File: src/common/seq_pkg.sv
// shared constants and types for the interrupt and stack sequencer
package seq_pkg;
	localparam int          ADDR_W         = 16;
	localparam int          USED_ADDR_W    = 10;
	localparam int          SP_W           = 5;
	localparam logic [10:0] STACK_PAGE     = 11'h007;
	localparam logic [4:0]  SP_RESET       = 5'h1F;
	localparam logic [9:0]  VEC_TIMER      = 10'h3F8;
	localparam logic [9:0]  VEC_EXT        = 10'h3FA;
	localparam logic [9:0]  VEC_TRAP       = 10'h3FC;
	localparam logic [9:0]  VEC_RESET      = 10'h3FE;
	localparam int          MASK_BIT       = 3;
	localparam logic [7:0]  CCR_RESET      = 8'hE8;
	localparam logic [2:0]  FRAME_LAST     = 3'h4;
	typedef enum logic [1:0] {SRC_NONE, SRC_TIMER, SRC_EXT, SRC_TRAP} src_t;
endpackage : seq_pkg

File: src/common/mem_if.sv
// memory request carrier between sequencer and its address former
`timescale 1ns/10ps
interface mem_if;
	logic        use_stack;
	logic [4:0]  sp;
	logic [15:0] raw_addr;
	logic [15:0] addr;
	modport seq  (output use_stack, output sp, output raw_addr, input addr);
	modport form (input use_stack, input sp, input raw_addr, output addr);
endinterface : mem_if

File: src/hdl/addr_former.sv
// forms physical memory addresses from stack pointer or raw address
`timescale 1ns/10ps
module addr_former
	import seq_pkg::*;
(
	mem_if.form m
);
	always_comb begin
		if (m.use_stack) begin
			m.addr = {STACK_PAGE, m.sp};
		end else begin
			m.addr = {6'h00, m.raw_addr[USED_ADDR_W-1:0]};
		end
	end
endmodule : addr_former

File: src/hdl/cpu_interrupt_stack_sequencer.sv
// interrupt entry, return, reset vectoring and stack sequencing for the core
`timescale 1ns/10ps
// Operation
// - only the low ten address bits are decoded; upper six ignored
// - five-bit stack pointer wraps from 00E0 to 00FF
// - stack address is 00000000111 above the five pointer bits
// - pointer names next free slot: write then decrement
// - pushed program counter has its top six bits zero
// - an option bit can change what the stop instruction does
// - option set runs stop as halt; clear gives normal stop
// - taking an interrupt stacks registers and sets the mask flag
// - hardware requests wait for instruction end; reset acts at once
// - hardware requests enter service only if mask clear and source enabled
// - finish, push, set mask, then sample requests
// - highest vector address wins among pending hardware requests
// - vectors at 03F8..03FF fetched high byte first
// - software trap is taken whatever the mask flag
// - pending hardware requests are served before a fetched trap
// - return pops registers and resumes the interrupted instruction
// - reset loads counter from 03FE/03FF and sets the mask flag
// - mask flag blocks all hardware requests except reset
// - four causes: trap, external line, port pins, timer
// - external pending raises a request only while enabled
// - entering external service clears the external latch
module cpu_interrupt_stack_sequencer
	import seq_pkg::*;
(
	input  wire logic        ref_clk,
	input  wire logic        rst,
	input  wire logic        internal_reset_signal,
	input  wire logic        instr_boundary,
	input  wire logic        trap_fetched,
	input  wire logic        return_fetched,
	input  wire logic        stop_fetched,
	input  wire logic        stop_as_halt_opt,
	input  wire logic        port_irq_opt,
	input  wire logic        external_request_pending,
	input  wire logic        external_request_enable,
	input  wire logic        port_a_low_nibble_pins_req,
	input  wire logic        counter_overflow_flag,
	input  wire logic        periodic_tick_flag,
	input  wire logic        timer_overflow_enable,
	input  wire logic        timer_tick_enable,
	input  wire logic [15:0] pc_in,
	input  wire logic [7:0]  acc_in,
	input  wire logic [7:0]  idx_in,
	input  wire logic [7:0]  ccr_in,
	input  wire logic        ccr_load,
	input  wire logic [7:0]  mem_rdata,
	output logic      [15:0] mem_addr,
	output logic      [7:0]  mem_wdata,
	output logic             mem_we,
	output logic             mem_re,
	output logic      [15:0] program_counter,
	output logic      [7:0]  accumulator,
	output logic      [7:0]  index_reg,
	output logic      [7:0]  condition_code_register,
	output logic      [4:0]  stack_pointer,
	output logic             core_busy,
	output logic             resume_strobe,
	output logic             enter_stop,
	output logic             enter_halt,
	output logic             clear_external_latch
);
	typedef enum logic [2:0] {ST_RUN, ST_PUSH, ST_SEL, ST_VECH, ST_VECL, ST_POP} state_t;

	logic        rst_pin_m, rst_pin_s1, rst_pin_s2;
	logic        ext_req, timer_req, hw_req;
	state_t      state_q, state_d;
	logic [2:0]  cnt_q, cnt_d;
	logic [4:0]  sp_q, sp_d;
	logic [15:0] pc_q, pc_d;
	logic [7:0]  a_q, a_d, x_q, x_d, ccr_q, ccr_d;
	logic [9:0]  vec_q, vec_d;
	logic        from_reset_q, from_reset_d;
	logic        trap_q, trap_d;
	logic        busy_d, resume_d, stop_d, halt_d, clr_d;
	logic        busy_q, resume_q, stop_q, halt_q, clr_q;
	logic        mask;
	mem_if       m ();

	// internal reset is same-clock logic; sample through three flops anyway for glitch safety
	always_ff @(posedge ref_clk or posedge rst) begin
		if (rst) begin
			rst_pin_m  <= 1'b1;
			rst_pin_s1 <= 1'b1;
			rst_pin_s2 <= 1'b1;
		end else begin
			rst_pin_m  <= internal_reset_signal;
			rst_pin_s1 <= rst_pin_m;
			rst_pin_s2 <= rst_pin_s1;
		end
	end

	function automatic logic [7:0] frame_byte(input logic [2:0] i, input logic [15:0] pc,
			input logic [7:0] x, input logic [7:0] a, input logic [7:0] c);
		case (i)
			3'h0:    frame_byte = pc[7:0];
			3'h1:    frame_byte = {6'h00, pc[9:8]};
			3'h2:    frame_byte = x;
			3'h3:    frame_byte = a;
			default: frame_byte = c;
		endcase
	endfunction : frame_byte

	assign mask      = ccr_q[MASK_BIT];
	assign ext_req   = (external_request_pending
		| (port_irq_opt & port_a_low_nibble_pins_req)) & external_request_enable;
	assign timer_req = (counter_overflow_flag & timer_overflow_enable)
		| (periodic_tick_flag & timer_tick_enable);
	assign hw_req    = (ext_req | timer_req) & ~mask;

	assign m.sp = sp_q;

	addr_former u_addr (
		.m (m)
	);

	always_comb begin
		state_d      = state_q;
		cnt_d        = cnt_q;
		sp_d         = sp_q;
		pc_d         = pc_q;
		a_d          = a_q;
		x_d          = x_q;
		ccr_d        = ccr_q;
		vec_d        = vec_q;
		from_reset_d = from_reset_q;
		trap_d       = trap_q;
		busy_d       = 1'b1;
		resume_d     = 1'b0;
		stop_d       = 1'b0;
		halt_d       = 1'b0;
		clr_d        = 1'b0;
		m.use_stack  = 1'b0;
		m.raw_addr   = pc_q;
		mem_we       = 1'b0;
		mem_re       = 1'b0;
		mem_wdata    = 8'h00;
		case (state_q)
			ST_RUN: begin
				busy_d = 1'b0;
				if (ccr_load) begin
					ccr_d = ccr_in;
				end
				if (instr_boundary) begin
					pc_d = pc_in;
					a_d  = acc_in;
					x_d  = idx_in;
					if (hw_req | trap_fetched) begin
						trap_d  = trap_fetched & ~hw_req;
						cnt_d   = 3'h0;
						state_d = ST_PUSH;
						busy_d  = 1'b1;
					end else if (return_fetched) begin
						cnt_d   = FRAME_LAST;
						state_d = ST_POP;
						busy_d  = 1'b1;
					end else if (stop_fetched) begin
						stop_d = ~stop_as_halt_opt;
						halt_d = stop_as_halt_opt;
					end
				end
			end
			ST_PUSH: begin
				m.use_stack = 1'b1;
				mem_we      = 1'b1;
				mem_wdata   = frame_byte(cnt_q, pc_q, x_q, a_q, ccr_q);
				sp_d        = sp_q - 5'h01;
				cnt_d       = cnt_q + 3'h1;
				if (cnt_q == FRAME_LAST) begin
					ccr_d[MASK_BIT] = 1'b1;
					state_d         = ST_SEL;
				end
			end
			ST_SEL: begin
				// sample requests only after stacking and masking
				if (trap_q) begin
					vec_d = VEC_TRAP;
				end else if (ext_req) begin
					vec_d = VEC_EXT;
					clr_d = 1'b1;
				end else begin
					vec_d = VEC_TIMER;
				end
				state_d = ST_VECH;
			end
			ST_VECH: begin
				m.raw_addr  = {6'h00, vec_q};
				mem_re      = 1'b1;
				pc_d[15:8]  = {6'h00, mem_rdata[1:0]};
				state_d     = ST_VECL;
			end
			ST_VECL: begin
				m.raw_addr   = {6'h00, vec_q} + 16'h0001;
				mem_re       = 1'b1;
				pc_d[7:0]    = mem_rdata;
				from_reset_d = 1'b0;
				resume_d     = 1'b1;
				state_d      = ST_RUN;
			end
			ST_POP: begin
				m.use_stack = 1'b1;
				m.raw_addr  = pc_q;
				mem_re      = 1'b1;
				// read the slot one above the pointer before incrementing
				m.use_stack = 1'b1;
				sp_d        = sp_q + 5'h01;
				cnt_d       = cnt_q - 3'h1;
				case (cnt_q)
					3'h4:    ccr_d = mem_rdata;
					3'h3:    a_d = mem_rdata;
					3'h2:    x_d = mem_rdata;
					3'h1:    pc_d[15:8] = {6'h00, mem_rdata[1:0]};
					default: pc_d[7:0] = mem_rdata;
				endcase
				if (cnt_q == 3'h0) begin
					resume_d = 1'b1;
					state_d  = ST_RUN;
				end
			end
			default: state_d = ST_RUN;
		endcase
		if (rst_pin_s2 & rst_pin_s1) begin
			state_d      = ST_VECH;
			vec_d        = VEC_RESET;
			sp_d         = SP_RESET;
			ccr_d        = CCR_RESET;
			from_reset_d = 1'b1;
		end
	end

	// pop reads one above the pointer: override the stack slot during pop
	logic [4:0] pop_sp;
	assign pop_sp = sp_q + 5'h01;

	always_ff @(posedge ref_clk or posedge rst) begin
		if (rst) begin
			state_q      <= ST_VECH;
			cnt_q        <= 3'h0;
			sp_q         <= SP_RESET;
			pc_q         <= 16'h0000;
			a_q          <= 8'h00;
			x_q          <= 8'h00;
			ccr_q        <= CCR_RESET;
			vec_q        <= VEC_RESET;
			from_reset_q <= 1'b1;
			trap_q       <= 1'b0;
			busy_q       <= 1'b1;
			resume_q     <= 1'b0;
			stop_q       <= 1'b0;
			halt_q       <= 1'b0;
			clr_q        <= 1'b0;
		end else begin
			state_q      <= state_d;
			cnt_q        <= cnt_d;
			sp_q         <= sp_d;
			pc_q         <= pc_d;
			a_q          <= a_d;
			x_q          <= x_d;
			ccr_q        <= ccr_d;
			vec_q        <= vec_d;
			from_reset_q <= from_reset_d;
			trap_q       <= trap_d;
			busy_q       <= busy_d;
			resume_q     <= resume_d;
			stop_q       <= stop_d;
			halt_q       <= halt_d;
			clr_q        <= clr_d;
		end
	end

	assign mem_addr = (state_q == ST_POP) ? {STACK_PAGE, pop_sp} : m.addr;
	assign program_counter         = pc_q;
	assign accumulator             = a_q;
	assign index_reg               = x_q;
	assign condition_code_register = ccr_q;
	assign stack_pointer           = sp_q;
	assign core_busy               = busy_q;
	assign resume_strobe           = resume_q;
	assign enter_stop              = stop_q;
	assign enter_halt              = halt_q;
	assign clear_external_latch    = clr_q;

	// stack wraps after 32 pushes
	sp_wrap_a: assert property (@(posedge ref_clk) disable iff (rst)
		(state_q == ST_PUSH && sp_q == 5'h00) |=> sp_q == 5'h1F)
		else $error("stack pointer did not wrap to top");
	// pushed counter high byte has zero upper bits
	pc_high_zero_a: assert property (@(posedge ref_clk) disable iff (rst)
		(state_q == ST_PUSH && cnt_q == 3'h1) |-> mem_wdata[7:2] == 6'h00)
		else $error("pushed counter high byte not cleared");
	// mask set at end of stacking
	mask_set_a: assert property (@(posedge ref_clk) disable iff (rst)
		(state_q == ST_PUSH && cnt_q == FRAME_LAST) |=> ccr_q[MASK_BIT])
		else $error("mask not set after stacking");
	// stack writes use the stack page
	stack_page_a: assert property (@(posedge ref_clk) disable iff (rst)
		mem_we |-> mem_addr[15:5] == STACK_PAGE)
		else $error("stack write outside stack page");
	// five writes then select
	push_len_a: assert property (@(posedge ref_clk) disable iff (rst)
		(state_q == ST_RUN && state_d == ST_PUSH) |=> mem_we [*5] ##1 state_q == ST_SEL)
		else $error("push frame length wrong");
	// masked hardware requests do not start entry
	mask_blocks_a: assert property (@(posedge ref_clk) disable iff (rst)
		(state_q == ST_RUN && mask && !trap_fetched && !rst_pin_s2) |=> state_q != ST_PUSH)
		else $error("entry taken while masked");
	// trap always taken at boundary
	trap_taken_a: assert property (@(posedge ref_clk) disable iff (rst)
		(state_q == ST_RUN && instr_boundary && trap_fetched && !rst_pin_s2)
		|=> state_q == ST_PUSH)
		else $error("trap not taken");
	// halt option steers stop
	stop_halt_a: assert property (@(posedge ref_clk) disable iff (rst)
		(state_q == ST_RUN && instr_boundary && stop_fetched && !trap_fetched && !hw_req
		&& !return_fetched && !rst_pin_s2) |=> enter_halt == $past(stop_as_halt_opt))
		else $error("stop conversion wrong");
	// external entry clears latch
	ext_clear_a: assert property (@(posedge ref_clk) disable iff (rst)
		(state_q == ST_SEL && !trap_q && ext_req && !rst_pin_s2) |=> clear_external_latch)
		else $error("external latch not cleared");
	// reset fetch starts at the reset vector
	reset_vec_a: assert property (@(posedge ref_clk) disable iff (rst)
		(state_q == ST_VECH && from_reset_q) |-> mem_addr == {6'h00, VEC_RESET})
		else $error("reset fetch not at reset vector");
	// reads never drive the ignored upper address bits
	addr_top_zero_a: assert property (@(posedge ref_clk) disable iff (rst)
		mem_re |-> mem_addr[15:10] == 6'h00)
		else $error("upper address bits not cleared");
endmodule : cpu_interrupt_stack_sequencer

File: config.mk
export PLATFORM = sky130hd
export DESIGN_NAME = cpu_interrupt_stack_sequencer
export DESIGN_NICKNAME = d
export VERILOG_FILES = /design/src/common/seq_pkg.sv /design/src/common/mem_if.sv /design/src/hdl/addr_former.sv /design/src/hdl/cpu_interrupt_stack_sequencer.sv
export SDC_FILE = /design/constraint.sdc
export NUM_CORES = 1
export LEC_CHECK = 0
export ABC_CLOCK_PERIOD_IN_PS = 5200
export BUFFER_PORTS_ARGS = -buffer_cell sky130_fd_sc_hd__buf_2
export CAP_MARGIN = 10
export CORE_MARGIN = 1
export CORE_UTILIZATION = 50
export DETAILED_ROUTE_END_ITERATION = 7
export HOLD_SLACK_MARGIN = 0.15
export MAX_ROUTING_LAYER = met4
export PLACE_DENSITY = 0.89
export SLEW_MARGIN = 10
export SYNTH_ARGS = -nofsm -noshare
export SYNTH_HDL_FRONTEND = slang
export SYNTH_SLANG_ARGS = --single-unit
File: constraint.sdc
create_clock -name ref_clk -period 5.2 [get_ports ref_clk]
set_input_delay 0.78 -clock ref_clk [delete_from_list [all_inputs] [get_ports ref_clk]]
set_output_delay 0.78 -clock ref_clk [all_outputs]
set_load 0.02 [all_outputs]
==> impl_metrics.csv, run 1 <==
group,metric,value,unit
pwr,p_total,0.00336,W
critical_path,cpLargestDelayFamily,"simple AND/OR/NAND/NOR gates",
critical_path,cp.required,4.42,ns
yosys,seq_area_frac_synth,42.2,%
yosys,synth_top_area_share,30.2,%
timing,layout_setup_ws,1.59,ns
clock_tree,cts_resized,0,
timing,final_hold_viol_count,0,
placed_design,portBuffers,134,
timing,max_freq,0.277,GHz
final_layout,n_antenna_cell,0,
final_layout,fin_nets,587,
yosys,yosys-top-cells-area,"dfrtp_1 30%, dfstp_2 12%, a21oi_1 8.1%, mux2_2 6.9%, nand2_1 3.9%",
clock_tree,numCtsBuffers,9,
yosys,yosysMostFrequentCell,"a21oi_1",
placed_design,dp_cells,601,
drt,ant_nets,0,
critical_path,critPathLaunch,"state_q[0]$_DFFE_PP1P_",
timing,drv_slew,0,
yosys,syn_area,3730,µm²
global_routing,grt_max_degree,63,
global_routing,use_met3,4.66,%
run,cap_violations,0,
clock_tree,clk_pin_slew_worst_paths,0.07,ns
clock_tree,post-cts-setup-buffer-count,0,
yosys,yosys.area.top_type,"dfrtp_1",
critical_path,critPathCaptureType,"primary output",
critical_path,crit_fanout,28,
drt,wl_per_cell,16.8,µm
critical_path,crit_path_cell_trace,"nor2b_1 -> nand2b_1 -> a21oi_1 -> buf_2",
yosys,synth_cells,392,
pwr,irDropWorstVdd,0.000336,V
yosys,ys_seq_elements,62,
yosys,synth_common_cells,"60 x a21oi_1, 45 x dfrtp_1, 39 x nand2_1, 29 x nor2_1, 23 x mux2_2",
critical_path,reg2reg_slack,2.79,ns
global_routing,grt_pass1_vias,3148,
placed_design,place_ws,2.04,ns
critical_path,r2r-end,"program_counter[8]$_DFFE_PP0P_",
global_routing,grt_pass1_wl,15700,µm
floorplanning,die_w,88.3,µm
clock_tree,cts.sinks,62,
timing,maxSlewHeadroom,42.1,%
timing,setup-violations-final,0,
critical_path,crit_arrival,2.83,ns
timing,tns,0,ns
placed_design,dp_hpwl,7550,µm
floorplanning,dieArea,7800,µm²
yosys,ys_types,55,
pwr,power-per-cell-area,737,nW/µm²
drt,drt_first_pass_iters,5,
final_layout,fillCellCount,620,
critical_path,reg2reg_depth,4,
timing,rsz0062_at_grt,"no",
floorplanning,coreArea,7210,µm²
drt,via_per_inst,5.74,
global_routing,use_met2,43.4,%
worst_hold_path,min_from,"rst_pin_m$_DFF_PP1_",
final_layout,drive_above_1_share,40.7,%
yosys,async_reset_ff_share,100,%
timing,fin_skew,0.00968,ns
pwr,power.leakage,2.18,nW
clock_tree,cts_tree,"yes",
placed_design,place_congestion,0.889,
clock_tree,root_buffer,"clkbuf_8",
yosys,synth.avg_cell_area,9.51,µm²
timing,layout_min_cycle_time,3.61,ns
critical_path,path_depth,4,
floorplanning,start_util,51.7,%
yosys,synth_flop_cell,"dfrtp_1",
clock_tree,htreeDepth,3,
floorplanning,die_h,88.3,µm
global_routing,grt_antenna_before_repair,0,
floorplanning,pin_count,141,
status,status,"completed",
critical_path,crit_buf_inv,1,
drt,drcViolationCount,0,
timing,period_share,69.5,%
timing,tightest_slew,0.867,ns
critical_path,cp_slowest_cell,"dfstp_2",
yosys,yosysWarnings,0,
floorplanning,row_count,31,
final_layout,finalNonFillerCells,617,
global_routing,met1_usage,35.4,%
timing,holdWs,0.359,ns
drt,via_count,3540,
final_layout,area.growth.synth_to_final,22.5,%
clock_tree,cts_hold_buf,0,
global_routing,grtUsageTotal,27.7,%
worst_hold_path,min_path_type,"reg -> reg",
drt,first_iter_violations,307,
critical_path,endpoint,"mem_wdata[3]",
clock_tree,cts_max_path_buffers,2,
drt,drt-total-wl,10300,µm
critical_path,path_class,"reg -> out",
global_routing,busiest_layer,"met2",
global_routing,gr-total-overflow,0,
critical_path,critical_path.reg2reg.startpoint,"state_q[1]$_DFFE_PP1P_",
yosys,synth_edf_count,0,
clock_tree,clk_latency,0.36,ns
final_layout,largest_register_ffs,16,
critical_path,max_stage_delay,0.84,ns
critical_path,start_kind,"register",
[per-layer routing]
metal | vias to the layer above | wire [µm]
met2 | 185 | 5080
met1 | 1696 | 4180
met5 | - | 0
met3 | 29 | 803
li1 | 1630 | -
met4 | 0 | 279
[kinds of logic (layout without fill, tap and decap cells)]
kind of cell	count (synthesis)	after routing	synth area share, %
simple gates	118	118	16.0
xor+xnor	7	7	1.64
flops	62	62	42.2
other cells	1	6	0.101
fa+ha+maj	9	9	3.02
compound gates	110	110	19.5
buf+inv	48	169	6.75
mux	37	37	10.8
[worst min-delay path by stage]
| stage | slack (ns) | endpoint | cells past startpoint |
|---|---|---|---|
| 2_1_floorplan | 0.35 | rst_pin_s1$_DFF_PP1_ | 0 |
| 3_3_place_gp | 0.35 | rst_pin_s1$_DFF_PP1_ | 0 |
| 3_5_place_dp | 0.35 | rst_pin_s1$_DFF_PP1_ | 0 |
| 4_1_cts | 0.36 | rst_pin_s1$_DFF_PP1_ | 0 |
| 5_1_grt | 0.37 | rst_pin_s1$_DFF_PP1_ | 0 |
| 6_report | 0.36 | rst_pin_s1$_DFF_PP1_ | 0 |
[power breakdown]
group	leakage (nW)	internal (W)	switching (W)	total [W]
sequential	0.709	0.000735	0.000276	0.00101
clock	0.0956	0.000222	0.000209	0.000431
combinational	1.37	0.000735	0.00119	0.00192
total	2.18	0.00169	0.00167	0.00336
[stage by stage]
stage	util (%)	area [µm²]
finish	63.3	4560
floorplan	-	3750
global route	63.3	4560
CTS	63.3	4560
global placement	60.5	4370
detailed placement	60.5	4370
[worst register-to-register path: stages (launching register included)]
cell and delay (ns):
dfstp_2 0.91, nand2b_2 0.47, a21bo_1 0.31, mux2_1 0.34, mux2_2 0.26
[layout by cell type (no fill, tap or decap), types with 5 or more instances in the layout]
cell type	count
inv_1	16
buf_2	134
a31oi_1	8
a222oi_1	6
a21oi_1	60
dfrtp_1	45
a21oi_4	5
nand2b_1	7
nor3_1	7
mux2i_1	12
nor2_1	29
nand2_1	39
a22oi_1	5
mux2_2	23
o21ai_0	9
clkbuf_8	9
nand3_1	5
dfstp_2	17
ha_1	9
conb_1	6
[area by class of cell]
| cell class | count | area, µm² | share of cell area, % |
|---|---|---|---|
| Tap cell | 99 | 124 | 2.71 |
| Multi-Input combinational cell | 287 | 1920 | 42.1 |
| Timing Repair Buffer | 136 | 686 | 15.0 |
| Clock inverter | 7 | 72.6 | 1.59 |
| Sequential cell | 62 | 1570 | 34.5 |
| Clock buffer | 9 | 124 | 2.71 |
| Inverter | 17 | 63.8 | 1.40 |
Power figures use the tool's default switching activity.
==> inputs of run 2 (changes only) <==
--- a/config.mk
+++ b/config.mk
@@ -5,7 +5,7 @@
 export SDC_FILE = /design/constraint.sdc
 export NUM_CORES = 1
 export LEC_CHECK = 0
-export ABC_CLOCK_PERIOD_IN_PS = 5200
+export ABC_CLOCK_PERIOD_IN_PS = 3500
 export BUFFER_PORTS_ARGS = -buffer_cell sky130_fd_sc_hd__buf_2
 export CAP_MARGIN = 10
 export CORE_MARGIN = 1
==> constraint.sdc (replaced) <==
create_clock -name ref_clk -period 3.5 [get_ports ref_clk]
set_input_delay 0.525 -clock ref_clk [delete_from_list [all_inputs] [get_ports ref_clk]]
set_output_delay 0.525 -clock ref_clk [all_outputs]
set_load 0.02 [all_outputs]
==> impl_metrics.csv, run 2 (same netlist as run 1, synthesis figures left out) <==
group,metric,value,unit
critical_path,cp_slowest_cell,"a211oi_2",
drt,ant_nets,0,
timing,layout_min_cycle_time,3.18,ns
drt,drcViolationCount,0,
clock_tree,cts_resized,0,
worst_hold_path,min_from,"internal_reset_signal",
clock_tree,cts_hold_buf,0,
floorplanning,die_w,88.3,µm
global_routing,gr-total-overflow,0,
pwr,power-per-cell-area,1110,nW/µm²
timing,fin_skew,0.00991,ns
final_layout,multiInputGateArea,1920,µm²
floorplanning,die_h,88.3,µm
drt,via_per_inst,5.75,
timing,drv_slew,0,
final_layout,mostFrequentLayoutCell,"buf_2",
critical_path,reg2reg_slack,1.01,ns
timing,setup-violations-final,0,
timing,max_freq,0.314,GHz
timing,period_share,91.0,%
critical_path,path_depth,7,
clock_tree,clk_pin_slew_worst_paths,0.07,ns
critical_path,critPathCaptureType,"primary output",
timing,rsz0062_at_grt,"no",
placed_design,portBuffers,134,
final_layout,n_antenna_cell,0,
final_layout,drive_above_1_share,40.8,%
timing,maxSlewHeadroom,41.0,%
final_layout,largest_register_ffs,16,
critical_path,crit_buf_inv,2,
critical_path,cpLargestDelayFamily,"compound AO/OA/AOI/OAI gates",
global_routing,grt_pass1_wl,16300,µm
placed_design,dp_hpwl,7780,µm
status,status,"completed",
drt,wl_per_cell,17.4,µm
final_layout,fin_nets,588,
pwr,irDropWorstVdd,0.000581,V
clock_tree,htreeDepth,3,
critical_path,crit_arrival,2.66,ns
timing,tns,0,ns
final_layout,area.growth.synth_to_final,23.3,%
placed_design,place_congestion,0.897,
drt,drt_first_pass_iters,5,
clock_tree,cts_max_path_buffers,2,
critical_path,r2r-end,"program_counter[4]$_DFFE_PP0P_",
critical_path,max_stage_delay,0.64,ns
timing,final_hold_viol_count,0,
critical_path,crit_path_cell_trace,"inv_1 -> ha_1 -> ha_1 -> a211oi_2 -> nand2_1 -> a21oi_1 -> buf_2",
global_routing,grt_pass1_vias,3312,
global_routing,grt_antenna_before_repair,0,
floorplanning,pin_count,141,
critical_path,start_kind,"register",
clock_tree,numCtsBuffers,9,
critical_path,path_class,"reg -> out",
pwr,power.leakage,2.19,nW
run,cap_violations,0,
floorplanning,row_count,31,
clock_tree,cts.sinks,62,
floorplanning,dieArea,7800,µm²
clock_tree,clk_latency,0.35,ns
final_layout,final_cell_mix,"134 x buf_2, 60 x a21oi_1, 45 x dfrtp_1, 39 x nand2_1, 29 x nor2_1",
critical_path,crit_fanout,12,
clock_tree,root_buffer,"clkbuf_8",
final_layout,final_cell_area,4600,µm²
clock_tree,post-cts-setup-buffer-count,0,
drt,via_count,3554,
final_layout,regArea,1570,µm²
placed_design,placed_area,4380,µm²
global_routing,grt_max_degree,43,
critical_path,critical_path.reg2reg.startpoint,"cnt_q[2]$_DFFE_PP0P_",
critical_path,reg2reg_depth,6,
final_layout,fillCellCount,607,
worst_hold_path,min_path_type,"in -> reg",
critical_path,critPathLaunch,"cnt_q[0]$_DFFE_PP0P_",
timing,tightest_slew,0.884,ns
critical_path,crit_path_frequent_cell,"ha_1",
drt,first_iter_violations,296,
global_routing,grtUsageTotal,28.6,%
critical_path,cp.required,2.97,ns
floorplanning,coreArea,7210,µm²
pwr,p_total,0.00512,W
drt,drt-total-wl,10700,µm
clock_tree,cts_tree,"yes",
floorplanning,start_util,51.7,%
critical_path,endpoint,"mem_wdata[3]",
## run 2: worst min-delay path by stage
| stage | end | slack (ns) | cells past startpoint |
|---|---|---|---|
| 6_report | rst_pin_m$_DFF_PP1_ | 0.27 | 1 |
| 3_3_place_gp | rst_pin_s1$_DFF_PP1_ | 0.35 | 0 |
| 5_1_grt | rst_pin_m$_DFF_PP1_ | 0.27 | 1 |
| 2_1_floorplan | rst_pin_s1$_DFF_PP1_ | 0.35 | 0 |
| 4_1_cts | rst_pin_m$_DFF_PP1_ | 0.26 | 1 |
| 3_5_place_dp | rst_pin_s1$_DFF_PP1_ | 0.35 | 0 |
## run 2: per-stage QoR
stage          hold slack [ns]  instances  utilization [%]  setup slack, ns
3_3_place_gp             0.346        602             60.6            0.875
4_1_cts                  0.263        618             63.7            0.409
3_5_place_dp             0.348        602             60.6            0.793
5_1_grt                  0.265        618             63.7            0.222
6_report                 0.270        618             63.7            0.316
2_1_floorplan            0.345        397                -             1.13
## run 2: final cells by class
cell class	instances	share of cell area (%)
Timing Repair Buffer	137	15.1
Clock buffer	9	2.70
Multi-Input combinational cell	287	41.8
Clock inverter	7	2.10
Inverter	17	1.39
Sequential cell	62	34.2
Tap cell	99	2.70
## run 2: power breakdown
part	internal [W]	switching, W
clock	0.000401	0.000303
sequential	0.00109	0.000448
combinational	0.00110	0.00177
## run 2: worst reg2reg max path, stage by stage, from the launching register on
cell and delay, ns:
dfrtp_1 0.45, inv_1 0.19, ha_1 0.46, nand2b_1 0.20, o32ai_1 0.11, o21ai_2 0.53
mux2_2 0.42
## run 2: metal layers
metal	share of wire [%]	wire length [µm]	track usage, %
met4	2.6	278	11.0
met1	41	4430	36.4
met2	49	5290	45.2
met5	0	0	-
met3	7.0	750	5.60
